File: src/pbm_pkg.sv
// package: constants for the port B low pin mux
package pbm_pkg;
	localparam int PIN_COUNT = 3;
	localparam int IO_FIELD_W = 3;
	localparam int IO_TOP_BIT = 2;
	localparam logic [2:0] DIR_RESET = 3'h0;
	localparam logic [2:0] DATA_RESET = 3'h0;
	localparam logic [2:0] DIR_READ_VALUE = 3'h7;
	localparam logic [2:0] IO_FIELD_OFF = 3'h0;
	// pin indices inside the three-bit groups
	localparam int PIN_B0 = 0;
	localparam int PIN_B1 = 1;
	localparam int PIN_B2 = 2;
endpackage : pbm_pkg

File: src/pbm_claim_if.sv
// interface: timer claim and capture-enable terms between the decoder and the top
interface pbm_claim_if;
	logic [2:0] claim;
	logic [2:0] captureEn;
	modport decoder (output claim, output captureEn);
	modport user (input claim, input captureEn);
endinterface : pbm_claim_if

File: src/pbm_claim_decode.sv
// module: combinational decode of timer channel claims on the three pins
module pbm_claim_decode (
	input  wire logic                              combinedMode,
	input  wire logic                              ch4PwmSelect,
	input  wire logic                              ch3PwmSelect,
	input  wire logic                              ch4AOutputEnable,
	input  wire logic                              ch3BOutputEnable,
	input  wire logic                              ch3AOutputEnable,
	input  wire logic [pbm_pkg::IO_FIELD_W-1:0]    ch4AIoCtrl,
	input  wire logic [pbm_pkg::IO_FIELD_W-1:0]    ch3BIoCtrl,
	input  wire logic [pbm_pkg::IO_FIELD_W-1:0]    ch3AIoCtrl,
	pbm_claim_if.decoder                           claimBus
);
	// output compare mode: top bit clear and field not all zero
	function automatic logic outMode(input logic [pbm_pkg::IO_FIELD_W-1:0] f);
		outMode = !f[pbm_pkg::IO_TOP_BIT] && (f != pbm_pkg::IO_FIELD_OFF);
	endfunction : outMode

	always_comb
	begin
		claimBus.claim[pbm_pkg::PIN_B2] = ch4AOutputEnable && (combinedMode || ch4PwmSelect || outMode(ch4AIoCtrl));
		claimBus.claim[pbm_pkg::PIN_B1] = ch3BOutputEnable && (combinedMode || outMode(ch3BIoCtrl));
		claimBus.claim[pbm_pkg::PIN_B0] = ch3AOutputEnable && (combinedMode || ch3PwmSelect || outMode(ch3AIoCtrl));
		claimBus.captureEn[pbm_pkg::PIN_B2] = !combinedMode && !ch4PwmSelect && ch4AIoCtrl[pbm_pkg::IO_TOP_BIT];
		claimBus.captureEn[pbm_pkg::PIN_B1] = !combinedMode && !ch3PwmSelect && ch3BIoCtrl[pbm_pkg::IO_TOP_BIT];
		claimBus.captureEn[pbm_pkg::PIN_B0] = !combinedMode && !ch3PwmSelect && ch3AIoCtrl[pbm_pkg::IO_TOP_BIT];
	end
endmodule : pbm_claim_decode

File: src/pbm_port_b_low.sv
// module: top of the port B low pin function select with direction and data registers
// How it works
// - channel 4 A output claims pin_b2
// - otherwise pin_b2 is input, output or pattern
// - pin_b2 input also feeds channel 4 A capture
// - channel 3 B output claims pin_b1
// - otherwise pin_b1 is input, output or pattern
// - pin_b1 input also feeds channel 3 B capture
// - channel 3 A output claims pin_b0
// - otherwise pin_b0 is input, output or pattern
// - pin_b0 input also feeds channel 3 A capture
// - data read: stored bit if output, else pin
// - direction write-only, reads ones, reset clears, standby clears
// - next-data enabled bits ignore software data writes
module pbm_port_b_low #(
	parameter int PINS = pbm_pkg::PIN_COUNT
) (
	input  wire logic                           clock,
	input  wire logic                           resetn,
	input  wire logic                           hwStandby,
	input  wire logic                           combinedMode,
	input  wire logic                           ch4PwmSelect,
	input  wire logic                           ch3PwmSelect,
	input  wire logic                           ch4AOutputEnable,
	input  wire logic                           ch3BOutputEnable,
	input  wire logic                           ch3AOutputEnable,
	input  wire logic [pbm_pkg::IO_FIELD_W-1:0] ch4AIoCtrl,
	input  wire logic [pbm_pkg::IO_FIELD_W-1:0] ch3BIoCtrl,
	input  wire logic [pbm_pkg::IO_FIELD_W-1:0] ch3AIoCtrl,
	input  wire logic [PINS-1:0]                timerOut,
	input  wire logic [PINS-1:0]                nextDataEn,
	input  wire logic [PINS-1:0]                patternLoad,
	input  wire logic [PINS-1:0]                patternData,
	input  wire logic                           dirWrite,
	input  wire logic [PINS-1:0]                dirWriteData,
	input  wire logic                           dataWrite,
	input  wire logic [PINS-1:0]                dataWriteData,
	input  wire logic [PINS-1:0]                pinIn,
	output logic      [PINS-1:0]                pinOut,
	output logic      [PINS-1:0]                pinOe,
	output logic      [PINS-1:0]                captureIn,
	output logic      [PINS-1:0]                dataReadValue,
	output logic      [PINS-1:0]                dirReadValue
);
	// ------------------------------------------------------------
	// state
	// ------------------------------------------------------------
	typedef struct packed {
		logic [PINS-1:0] sync1;
		logic [PINS-1:0] sync2;
		logic [PINS-1:0] dir;
		logic [PINS-1:0] data;
		logic [PINS-1:0] pinOut;
		logic [PINS-1:0] pinOe;
		logic [PINS-1:0] capture;
		logic [PINS-1:0] dataRead;
		logic [PINS-1:0] dirRead;
	} pbm_state_t;

	pbm_state_t state_q;
	pbm_state_t state_d;

	pbm_claim_if claimBus ();

	pbm_claim_decode u_decode (
		.combinedMode     (combinedMode),
		.ch4PwmSelect     (ch4PwmSelect),
		.ch3PwmSelect     (ch3PwmSelect),
		.ch4AOutputEnable (ch4AOutputEnable),
		.ch3BOutputEnable (ch3BOutputEnable),
		.ch3AOutputEnable (ch3AOutputEnable),
		.ch4AIoCtrl       (ch4AIoCtrl),
		.ch3BIoCtrl       (ch3BIoCtrl),
		.ch3AIoCtrl       (ch3AIoCtrl),
		.claimBus         (claimBus)
	);

	// ------------------------------------------------------------
	// next state
	// ------------------------------------------------------------
	// registers written in this cycle steer the pins at the same edge
	logic [PINS-1:0] dirNow;
	logic [PINS-1:0] dataNow;

	always_comb
	begin
		state_d = state_q;
		state_d.sync1 = pinIn;
		// first stage is read only by the second
		state_d.sync2 = state_q.sync1;
		state_d.dir = dirWrite ? dirWriteData : state_q.dir;
		for (int i = 0; i < PINS; i++)
		begin
			if (nextDataEn[i])
			begin
				if (patternLoad[i])
					state_d.data[i] = patternData[i];
			end
			else if (dataWrite)
				state_d.data[i] = dataWriteData[i];
		end
		// standby clears both registers before they steer the pins, so only timer-claimed pins drive in that cycle
		if (hwStandby)
		begin
			state_d.dir = pbm_pkg::DIR_RESET;
			state_d.data = pbm_pkg::DATA_RESET;
		end
		dirNow = state_d.dir;
		dataNow = state_d.data;
		for (int i = 0; i < PINS; i++)
		begin
			if (claimBus.claim[i])
			begin
				state_d.pinOe[i] = 1'h1;
				state_d.pinOut[i] = timerOut[i];
			end
			else if (dirNow[i])
			begin
				// pattern bits sit in the data register, so both cases drive it
				state_d.pinOe[i] = 1'h1;
				state_d.pinOut[i] = dataNow[i];
			end
			else
			begin
				state_d.pinOe[i] = 1'h0;
				state_d.pinOut[i] = 1'h0;
			end
			state_d.capture[i] = !claimBus.claim[i] && !dirNow[i] && claimBus.captureEn[i]
				&& state_q.sync2[i];
			state_d.dataRead[i] = dirNow[i] ? dataNow[i] : state_q.sync2[i];
		end
		state_d.dirRead = pbm_pkg::DIR_READ_VALUE;
	end

	// ------------------------------------------------------------
	// registers
	// ------------------------------------------------------------
	always_ff @(posedge clock)
	begin
		if (!resetn)
		begin
			state_q <= '0;
			state_q.dir <= pbm_pkg::DIR_RESET;
			state_q.data <= pbm_pkg::DATA_RESET;
			state_q.dirRead <= pbm_pkg::DIR_READ_VALUE;
		end
		else
			state_q <= state_d;
	end

	assign pinOut = state_q.pinOut;
	assign pinOe = state_q.pinOe;
	assign captureIn = state_q.capture;
	assign dataReadValue = state_q.dataRead;
	assign dirReadValue = state_q.dirRead;

	// ------------------------------------------------------------
	// checks
	// ------------------------------------------------------------
	AST_CLAIM_DRIVES: assert property (@(posedge clock) disable iff (!resetn)
		claimBus.claim[2] |=> pinOe[2] && pinOut[2] == $past(timerOut[2]))
		else $error("claimed pin b2 not driven by timer");
	AST_B1_CLAIM: assert property (@(posedge clock) disable iff (!resetn)
		(ch3BOutputEnable && combinedMode) |=> pinOe[1] && pinOut[1] == $past(timerOut[1]))
		else $error("pin b1 not claimed in combined mode");
	AST_B0_INPUT: assert property (@(posedge clock) disable iff (!resetn)
		(!claimBus.claim[0] && !dirNow[0]) |=> !pinOe[0])
		else $error("pin b0 driven while input");
	AST_B2_OUTPUT: assert property (@(posedge clock) disable iff (!resetn)
		(!claimBus.claim[2] && dirNow[2]) |=> pinOe[2] && pinOut[2] == $past(dataNow[2]))
		else $error("pin b2 general output wrong");
	AST_DIR_READ: assert property (@(posedge clock) disable iff (!resetn)
		dirReadValue == pbm_pkg::DIR_READ_VALUE)
		else $error("direction read not all ones");
	AST_STANDBY: assert property (@(posedge clock) disable iff (!resetn)
		hwStandby |=> state_q.dir == pbm_pkg::DIR_RESET)
		else $error("direction not cleared in standby");
	AST_NDE_BLOCK: assert property (@(posedge clock) disable iff (!resetn)
		(nextDataEn[1] && !patternLoad[1] && !hwStandby) |=> $stable(state_q.data[1]))
		else $error("data bit changed under next-data enable");
	AST_READ_PIN: assert property (@(posedge clock) disable iff (!resetn)
		!dirNow[0] |=> dataReadValue[0] == $past(state_q.sync2[0]))
		else $error("input read not pin level");
	AST_CAPTURE: assert property (@(posedge clock) disable iff (!resetn)
		(combinedMode || ch3PwmSelect) |=> !captureIn[1])
		else $error("capture routed in combined or pwm mode");

	// ------------------------------------------------------------
	// checks on claims, pin drive, capture, reads and register updates
	// ------------------------------------------------------------
	AST_B2_INPUT: assert property (@(posedge clock) disable iff (!resetn)
		(!claimBus.claim[2] && !dirNow[2]) |=> !pinOe[2] && !pinOut[2])
		else $error("pin b2 driven while input");
	AST_B1_OUTPUT: assert property (@(posedge clock) disable iff (!resetn)
		(!claimBus.claim[1] && dirNow[1]) |=> pinOe[1] && pinOut[1] == $past(dataNow[1]))
		else $error("pin b1 general output wrong");
	AST_B0_PWM_CLAIM: assert property (@(posedge clock) disable iff (!resetn)
		(ch3AOutputEnable && ch3PwmSelect) |=> pinOe[0] && pinOut[0] == $past(timerOut[0]))
		else $error("pin b0 not claimed in pwm mode");
	AST_B2_OUT_MODE: assert property (@(posedge clock) disable iff (!resetn)
		(ch4AOutputEnable && !ch4AIoCtrl[pbm_pkg::IO_TOP_BIT] && ch4AIoCtrl != pbm_pkg::IO_FIELD_OFF)
		|=> pinOe[2] && pinOut[2] == $past(timerOut[2]))
		else $error("pin b2 not claimed by output compare");
	AST_B1_NO_OE: assert property (@(posedge clock) disable iff (!resetn)
		(!ch3BOutputEnable && !dirNow[1]) |=> !pinOe[1])
		else $error("pin b1 driven without enable or direction");
	AST_CLAIM_FIRST: assert property (@(posedge clock) disable iff (!resetn)
		(claimBus.claim[1] && dirNow[1]) |=> pinOe[1] && pinOut[1] == $past(timerOut[1]))
		else $error("general output won over timer claim on pin b1");
	AST_B2_CAPTURE: assert property (@(posedge clock) disable iff (!resetn)
		(!claimBus.claim[2] && !dirNow[2] && !combinedMode && !ch4PwmSelect
		&& ch4AIoCtrl[pbm_pkg::IO_TOP_BIT]) |=> captureIn[2] == $past(state_q.sync2[2]))
		else $error("pin b2 level not routed to capture");
	AST_B1_CAPTURE_OUT: assert property (@(posedge clock) disable iff (!resetn)
		dirNow[1] |=> !captureIn[1])
		else $error("capture fed while pin b1 is output");
	AST_B0_CAPTURE: assert property (@(posedge clock) disable iff (!resetn)
		(!claimBus.claim[0] && !dirNow[0] && !combinedMode && !ch3PwmSelect
		&& ch3AIoCtrl[pbm_pkg::IO_TOP_BIT]) |=> captureIn[0] == $past(state_q.sync2[0]))
		else $error("pin b0 level not routed to capture");
	AST_B0_CAPTURE_OFF: assert property (@(posedge clock) disable iff (!resetn)
		!ch3AIoCtrl[pbm_pkg::IO_TOP_BIT] |=> !captureIn[0])
		else $error("capture fed while io field top bit clear");
	AST_READ_DATA: assert property (@(posedge clock) disable iff (!resetn)
		dirNow[2] |=> dataReadValue[2] == $past(dataNow[2]))
		else $error("output read not stored bit");
	AST_DIR_WRITE: assert property (@(posedge clock) disable iff (!resetn)
		(dirWrite && !hwStandby) |=> state_q.dir == $past(dirWriteData))
		else $error("direction write not taken");
	AST_DATA_WRITE: assert property (@(posedge clock) disable iff (!resetn)
		(dataWrite && !nextDataEn[0] && !hwStandby) |=> state_q.data[0] == $past(dataWriteData[0]))
		else $error("data write lost without next-data enable");
	AST_PATTERN_LOAD: assert property (@(posedge clock) disable iff (!resetn)
		(nextDataEn[2] && patternLoad[2] && !hwStandby) |=> state_q.data[2] == $past(patternData[2]))
		else $error("pattern transfer not loaded");
endmodule : pbm_port_b_low

File: config.mk
export PLATFORM = sky130hd
export DESIGN_NAME = pbm_port_b_low
export DESIGN_NICKNAME = d
export VERILOG_FILES = /design/src/pbm_pkg.sv /design/src/pbm_claim_if.sv /design/src/pbm_claim_decode.sv /design/src/pbm_port_b_low.sv
export SDC_FILE = /design/constraint.sdc
export NUM_CORES = 1
export LEC_CHECK = 0
export BUFFER_PORTS_ARGS = -buffer_cell sky130_fd_sc_hd__buf_2
export CAP_MARGIN = 15
export CORE_UTILIZATION = 35
export CTS_BUF_LIST = sky130_fd_sc_hd__clkbuf_4 sky130_fd_sc_hd__clkbuf_8
export DETAILED_ROUTE_END_ITERATION = 6
export MAX_ROUTING_LAYER = met4
export PLACE_DENSITY = 0.71
export SLEW_MARGIN = 20
export SYNTH_ARGS = -nofsm -noshare
export SYNTH_HDL_FRONTEND = slang
export SYNTH_SLANG_ARGS = --single-unit
File: constraint.sdc
create_clock -name clock -period 1.2 [get_ports clock]
set_input_delay 0.06 -clock clock [delete_from_list [all_inputs] [get_ports clock]]
set_output_delay 0.06 -clock clock [all_outputs]
set_load 0.1 [all_outputs]
==> impl_metrics.yaml, run 1 <==
status:
  status: "finished, violations left"
  failed_checks: "DRC"
layout:
  fin_cells: 191
  multi_input_area_um2: 474
  drive_gt1_frac: 0.450
  fillCellCount: 275
  seqCellArea_um2: 480
  areaGrowthSynthToFinish_pct: 27.2
  nets: 202
  antenna_cells: 0
route:
  drt_wl_total_um: 2240
  dr_wl_met3_um: 120
  drc: 5
  avgViaCountPerCell: 4.71
  highest_layer: "met4"
  ant_nets: 0
  num_vias: 900
  drt-wirelength-per-cell_um: 11.7
  drtIter0Drc: 28
  drt_pass1_iterations: 6
  drt-met1-wl_um: 874
  wl_met2_um: 1170
worst_setup_path:
  crit_path_max_incr_delay_ps: 420
  worstPathArrival_ps: 1070
  cp_cell_sequence: "buf_2"
  crit_path_start_kind: "flop"
  crit_path_end_kind: "output pin"
  crit_family: "buffers and inverters"
  critPathKind: "flop to output pin"
  crit_required_ps: 1140
  slowest_stage: "buf_2"
  path_buf_inv: 1
  cp_max_fo: 1
synth:
  syn_area_per_cell_um2: 9.69
  synthCells: 113
  synth_seq_cells: 24
  syn_area_um2: 1090
  synth_edf_count: 0
  synth_area_leader_cell: "dfxtp_1"
  yosys_warnings: 0
  synth.distinct_cells: 31
  synthMostInstantiatedCell: "dfxtp_1"
  synth_common_cells: "dfxtp_1 (24), buf_4 (15), nand2_1 (11)"
  ys_top_cells_by_area: "dfxtp_1 (44%), buf_4 (10%), mux2_2 (4.1%)"
  synthFlopType: "dfxtp_1"
  async_reset_ff_frac: 0
  synth-seq-area-share: 0.439
  synth_top_area_share: 0.439
cts:
  clock-sinks: 24
  cts-root-buf: "clkbuf_4"
  cts_buffers: 3
  post-cts-setup-buffer-count: 0
  clock_latency_ps: 310
  cts_buffer_depth: 2
  clkTransAtPathRegs_ps: 130
  cts_tree: "built"
  htree_levels: 1
global_routing:
  grt_use_total: 0.149
  first_global_vias: 849
  grt_max_degree: 17
  grt_first_pass_wirelength_um: 3570
  antenna_found_initial: 0
  overflow: 0
sta:
  rsz0062_at_grt: "no"
  slew_violations: 0
  max_freq_mhz: 884
  hold_violations: 0
  min_period_over_period: 0.943
  setup_slack_ps: 68.9
  period_needed_ps: 1130
  tns_ps: 0
  fin_worst_skew_ps: 2.12
  finalSetupViolCount: 0
  timing.hold.ws_ps: 23.4
power:
  power_density_nw_per_um2: 1320
  power_mw: 1.83
  p_leak_nw: 0.682
  ir_worst_vdd_uv: 462
floorplan:
  fp.dieH_um: 57.9
  dieArea_um2: 3360
  top_level_ports: 56
  initial_utilization: 0.384
  rows: 19
  core_area_um2: 2850
  die_w_um: 57.9
placement:
  portBuffers: 52
  gp_congestion: 0.839
  dp_hpwl_um: 1810
  dpl_worst_slack_ps: 136
  numPlacedInstances: 182
job:
  maxCapViolCount: 0
min_path:
  hold_class: "input port to flop"
==> layout by cell type, fill, tap and decap left out, types with 4 or more instances in the layout <==
cell,count
and2_1,6
nor2_1,5
clkbuf_4,4
dlygate4sd3_1,5
buf_2,51
dfxtp_1,24
o21a_1,4
a21oi_1,5
inv_1,7
mux2_2,4
nand2_1,11
==> cells by family after synthesis <==
logic type | share of synthesized area
AOI/OAI and AO/OA | 0.176
buffers and inverters | 0.135
DFF | 0.439
muxes | 0.0640
other | 0.00343
and+or+nand+nor | 0.183
==> where the power goes <==
part           switching, mW  leakage, nW  total, mW  internal, mW
sequential           0.00961        0.197      0.841         0.832
clock                  0.237       0.0279      0.574         0.338
combinational          0.281        0.457      0.416         0.135
total                  0.527        0.682       1.83          1.30
==> final timing paths <==
check	startpoint	endpoint	slack, ps	depth (start not counted)
max reg2reg	state_q[19]	captureIn[1]	110	3
min reg2reg	state_d[22]	state_q[22]	450	1
max	captureIn[1]	captureIn[1]	70	1
min	timerOut[1]	pinOut[1]	20	3
==> routing by layer <==
layer | up-vias | GRT usage
li1 | 468 | -
met1 | 393 | 0.149
met2 | 33 | 0.259
met3 | 6 | 0.0290
met4 | 0 | 0.102
met5 | - | -
==> worst reg2reg max path, stage by stage (launching register included) <==
cell,delay (ps)
dfxtp_1,330
mux2_4,270
and2_4,180
nor4_4,240
==> timing repair <==
item                       4_1_cts  5_1_grt
gates resized for setup          0        1
setup endpoints to repair        0        1
hold buffers                     5        0
hold endpoints to repair         5        0
==> sequential cells by signal, summed over array words and instances, names as in the netlist <==
| signal | cells |
|---|---|
| state_q | 9 |
| dataReadValue | 3 |
| pinOe | 3 |
| state_d | 3 |
| pinOut | 3 |
| captureIn | 3 |
==> area by class of cell <==
type / count / area share
flip-flops and latches: 24 / 0.345
clock inverters: 1 / 0.0216
well taps: 31 / 0.0279
clock buffers: 3 / 0.0162
repair buffers: 58 / 0.230
multi-input cells: 67 / 0.341
inverters: 7 / 0.0189
==> stage by stage <==
step / utilization / cell area, µm²
finish: 0.488 / 1390
global route: 0.488 / 1390
CTS: 0.487 / 1390
detailed placement: 0.451 / 1290
global placement: 0.451 / 1290
floorplan: - / 1100
Note: power is estimated with default switching activity, not from simulation.
==> run 2, diff against run 1 <==
--- a/config.mk
+++ b/config.mk
@@ -11,8 +11,9 @@
 export CTS_BUF_LIST = sky130_fd_sc_hd__clkbuf_4 sky130_fd_sc_hd__clkbuf_8
 export DETAILED_ROUTE_END_ITERATION = 6
 export MAX_ROUTING_LAYER = met4
-export PLACE_DENSITY = 0.71
-export SLEW_MARGIN = 20
+export PLACE_DENSITY = 0.72
 export SYNTH_ARGS = -nofsm -noshare
 export SYNTH_HDL_FRONTEND = slang
+export SYNTH_HIERARCHICAL = 1
 export SYNTH_SLANG_ARGS = --single-unit
+export TNS_END_PERCENT = 30
==> impl_metrics.yaml, run 2 <==
status:
  status: "finished, violations left"
  failed_checks: "DRC"
global_routing:
  antenna_found_initial: 0
  grt_use_total: 0.148
  overflow: 0
  first_global_vias: 922
  grt_first_pass_wirelength_um: 3660
  grt_max_degree: 17
route:
  drt-wirelength-per-cell_um: 12.0
  avgViaCountPerCell: 4.71
  drt_wl_total_um: 2280
  drc: 2
  drt_pass1_iterations: 6
  num_vias: 895
  ant_nets: 0
  drtIter0Drc: 16
sta:
  period_needed_ps: 1140
  fin_worst_skew_ps: 1.40
  rsz0062_at_grt: "no"
  finalSetupViolCount: 0
  tns_ps: 0
  slew_violations: 0
  hold_violations: 0
  min_period_over_period: 0.950
  max_freq_mhz: 878
synth:
  synthFlopType: "dfxtp_1"
  synth_top_area_share: 0.450
  yosys_warnings: 6
  synth-seq-area-share: 0.450
  synth.distinct_cells: 30
  synth_edf_count: 0
  ys_top_cells_by_area: "dfxtp_1 (45%), buf_4 (11%), and2_1 (5.3%)"
  synthMostInstantiatedCell: "dfxtp_1"
  synth_seq_cells: 24
  synth_area_leader_cell: "dfxtp_1"
  syn_area_per_cell_um2: 9.70
  synthCells: 110
  synth_common_cells: "dfxtp_1 (24), buf_4 (15), nor2_1 (10)"
  async_reset_ff_frac: 0
  syn_area_um2: 1070
cts:
  ctsResizeCount: 0
  post-cts-setup-buffer-count: 0
  hold_buffers: 6
  clkTransAtPathRegs_ps: 130
  cts_buffers: 3
  cts_buffer_depth: 2
  clock_latency_ps: 310
  clock-sinks: 24
  htree_levels: 1
  cts_tree: "built"
  cts-root-buf: "clkbuf_4"
worst_setup_path:
  worstPathArrival_ps: 1080
  crit_path_max_incr_delay_ps: 420
  cp_cell_sequence: "buf_2"
  cp_max_fo: 1
  crit_required_ps: 1140
  crit_family: "buffers and inverters"
  path_buf_inv: 1
  slowest_stage: "buf_2"
  critPathKind: "flop to output pin"
  crit_path_start_kind: "flop"
  crit_path_end_kind: "output pin"
layout:
  layout_common_cells: "buf_2 (52), dfxtp_1 (24), nor2_1 (10), and2_1 (9)"
  nets: 201
  areaGrowthSynthToFinish_pct: 27.8
  largest_reg_flops: 9
  antenna_cells: 0
  drive_gt1_frac: 0.428
  final_core_util: 0.482
  final_common_cell: "buf_2"
  fin_cells: 190
  fillCellCount: 272
  largest-register: "state_q"
floorplan:
  core_area_um2: 2830
  fp.dieH_um: 57.2
  top_level_ports: 56
  dieArea_um2: 3270
  initial_utilization: 0.377
  rows: 19
  die_w_um: 57.2
job:
  maxCapViolCount: 0
power:
  p_leak_nw: 0.658
  power_density_nw_per_um2: 1230
  ir_worst_vdd_uv: 883
placement:
  numPlacedInstances: 180
  portBuffers: 52
  dp_hpwl_um: 1900
  gp_congestion: 0.711
min_path:
  hold_class: "input port to flop"
run 2: final timing paths:
check	startpoint	to	slack, ps	depth (start not counted)
worst max register to register	state_q[20]	dataReadValue[2]	140	3
worst min register to register	state_d[23]	state_q[23]	450	1
worst min-delay path	resetn	dataReadValue[0]	90	3
worst max-delay path	pinOut[1]	pinOut[1]	60	1
run 2: logic make-up after synthesis:
logic type | count (synthesis) | share of synthesized area
buffers and inverters | 19 | 0.121
AOI/OAI and AO/OA | 20 | 0.165
and+or+nand+nor | 40 | 0.200
other | 1 | 0.00351
muxes | 6 | 0.0598
DFF | 24 | 0.450
run 2: metrics by stage:
stage | power (mW) | hold WS, ps | instance area, µm² | worst slack (ps)
2_1_floorplan | 1.17 | 187 | 1070 | 236
3_3_place_gp | 1.25 | 266 | 1270 | 148
3_5_place_dp | 1.26 | 282 | 1270 | 91.7
4_1_cts | 1.69 | 80.2 | 1360 | 34.7
5_1_grt | 1.74 | 95.5 | 1360 | 15.5
6_report | 1.67 | 92.4 | 1360 | 60.5
run 2: power by group:
part / leakage, nW / internal, mW / total, mW / switching, mW
registers: 0.197 / 0.832 / 0.842 / 0.00984
clock network: 0.0210 / 0.185 / 0.422 / 0.236
logic: 0.440 / 0.133 / 0.410 / 0.277
run 2: area by class of cell:
class	instances	area [µm²]	share of cell area
inverter	2	7.51	0.00550
tap	31	38.8	0.0284
sequential	24	480	0.352
multi-input combinational	69	465	0.341
clock buffer	4	36.3	0.0266
timing repair buffer	60	335	0.246
run 2: layer usage:
metal,part of all wire,vias up,track usage
li1,-,465,-
met1,0.42,394,0.171
met2,0.50,34,0.257
met3,0.072,2,0.0317
met4,0.0070,0,0.0453
met5,0,-,-
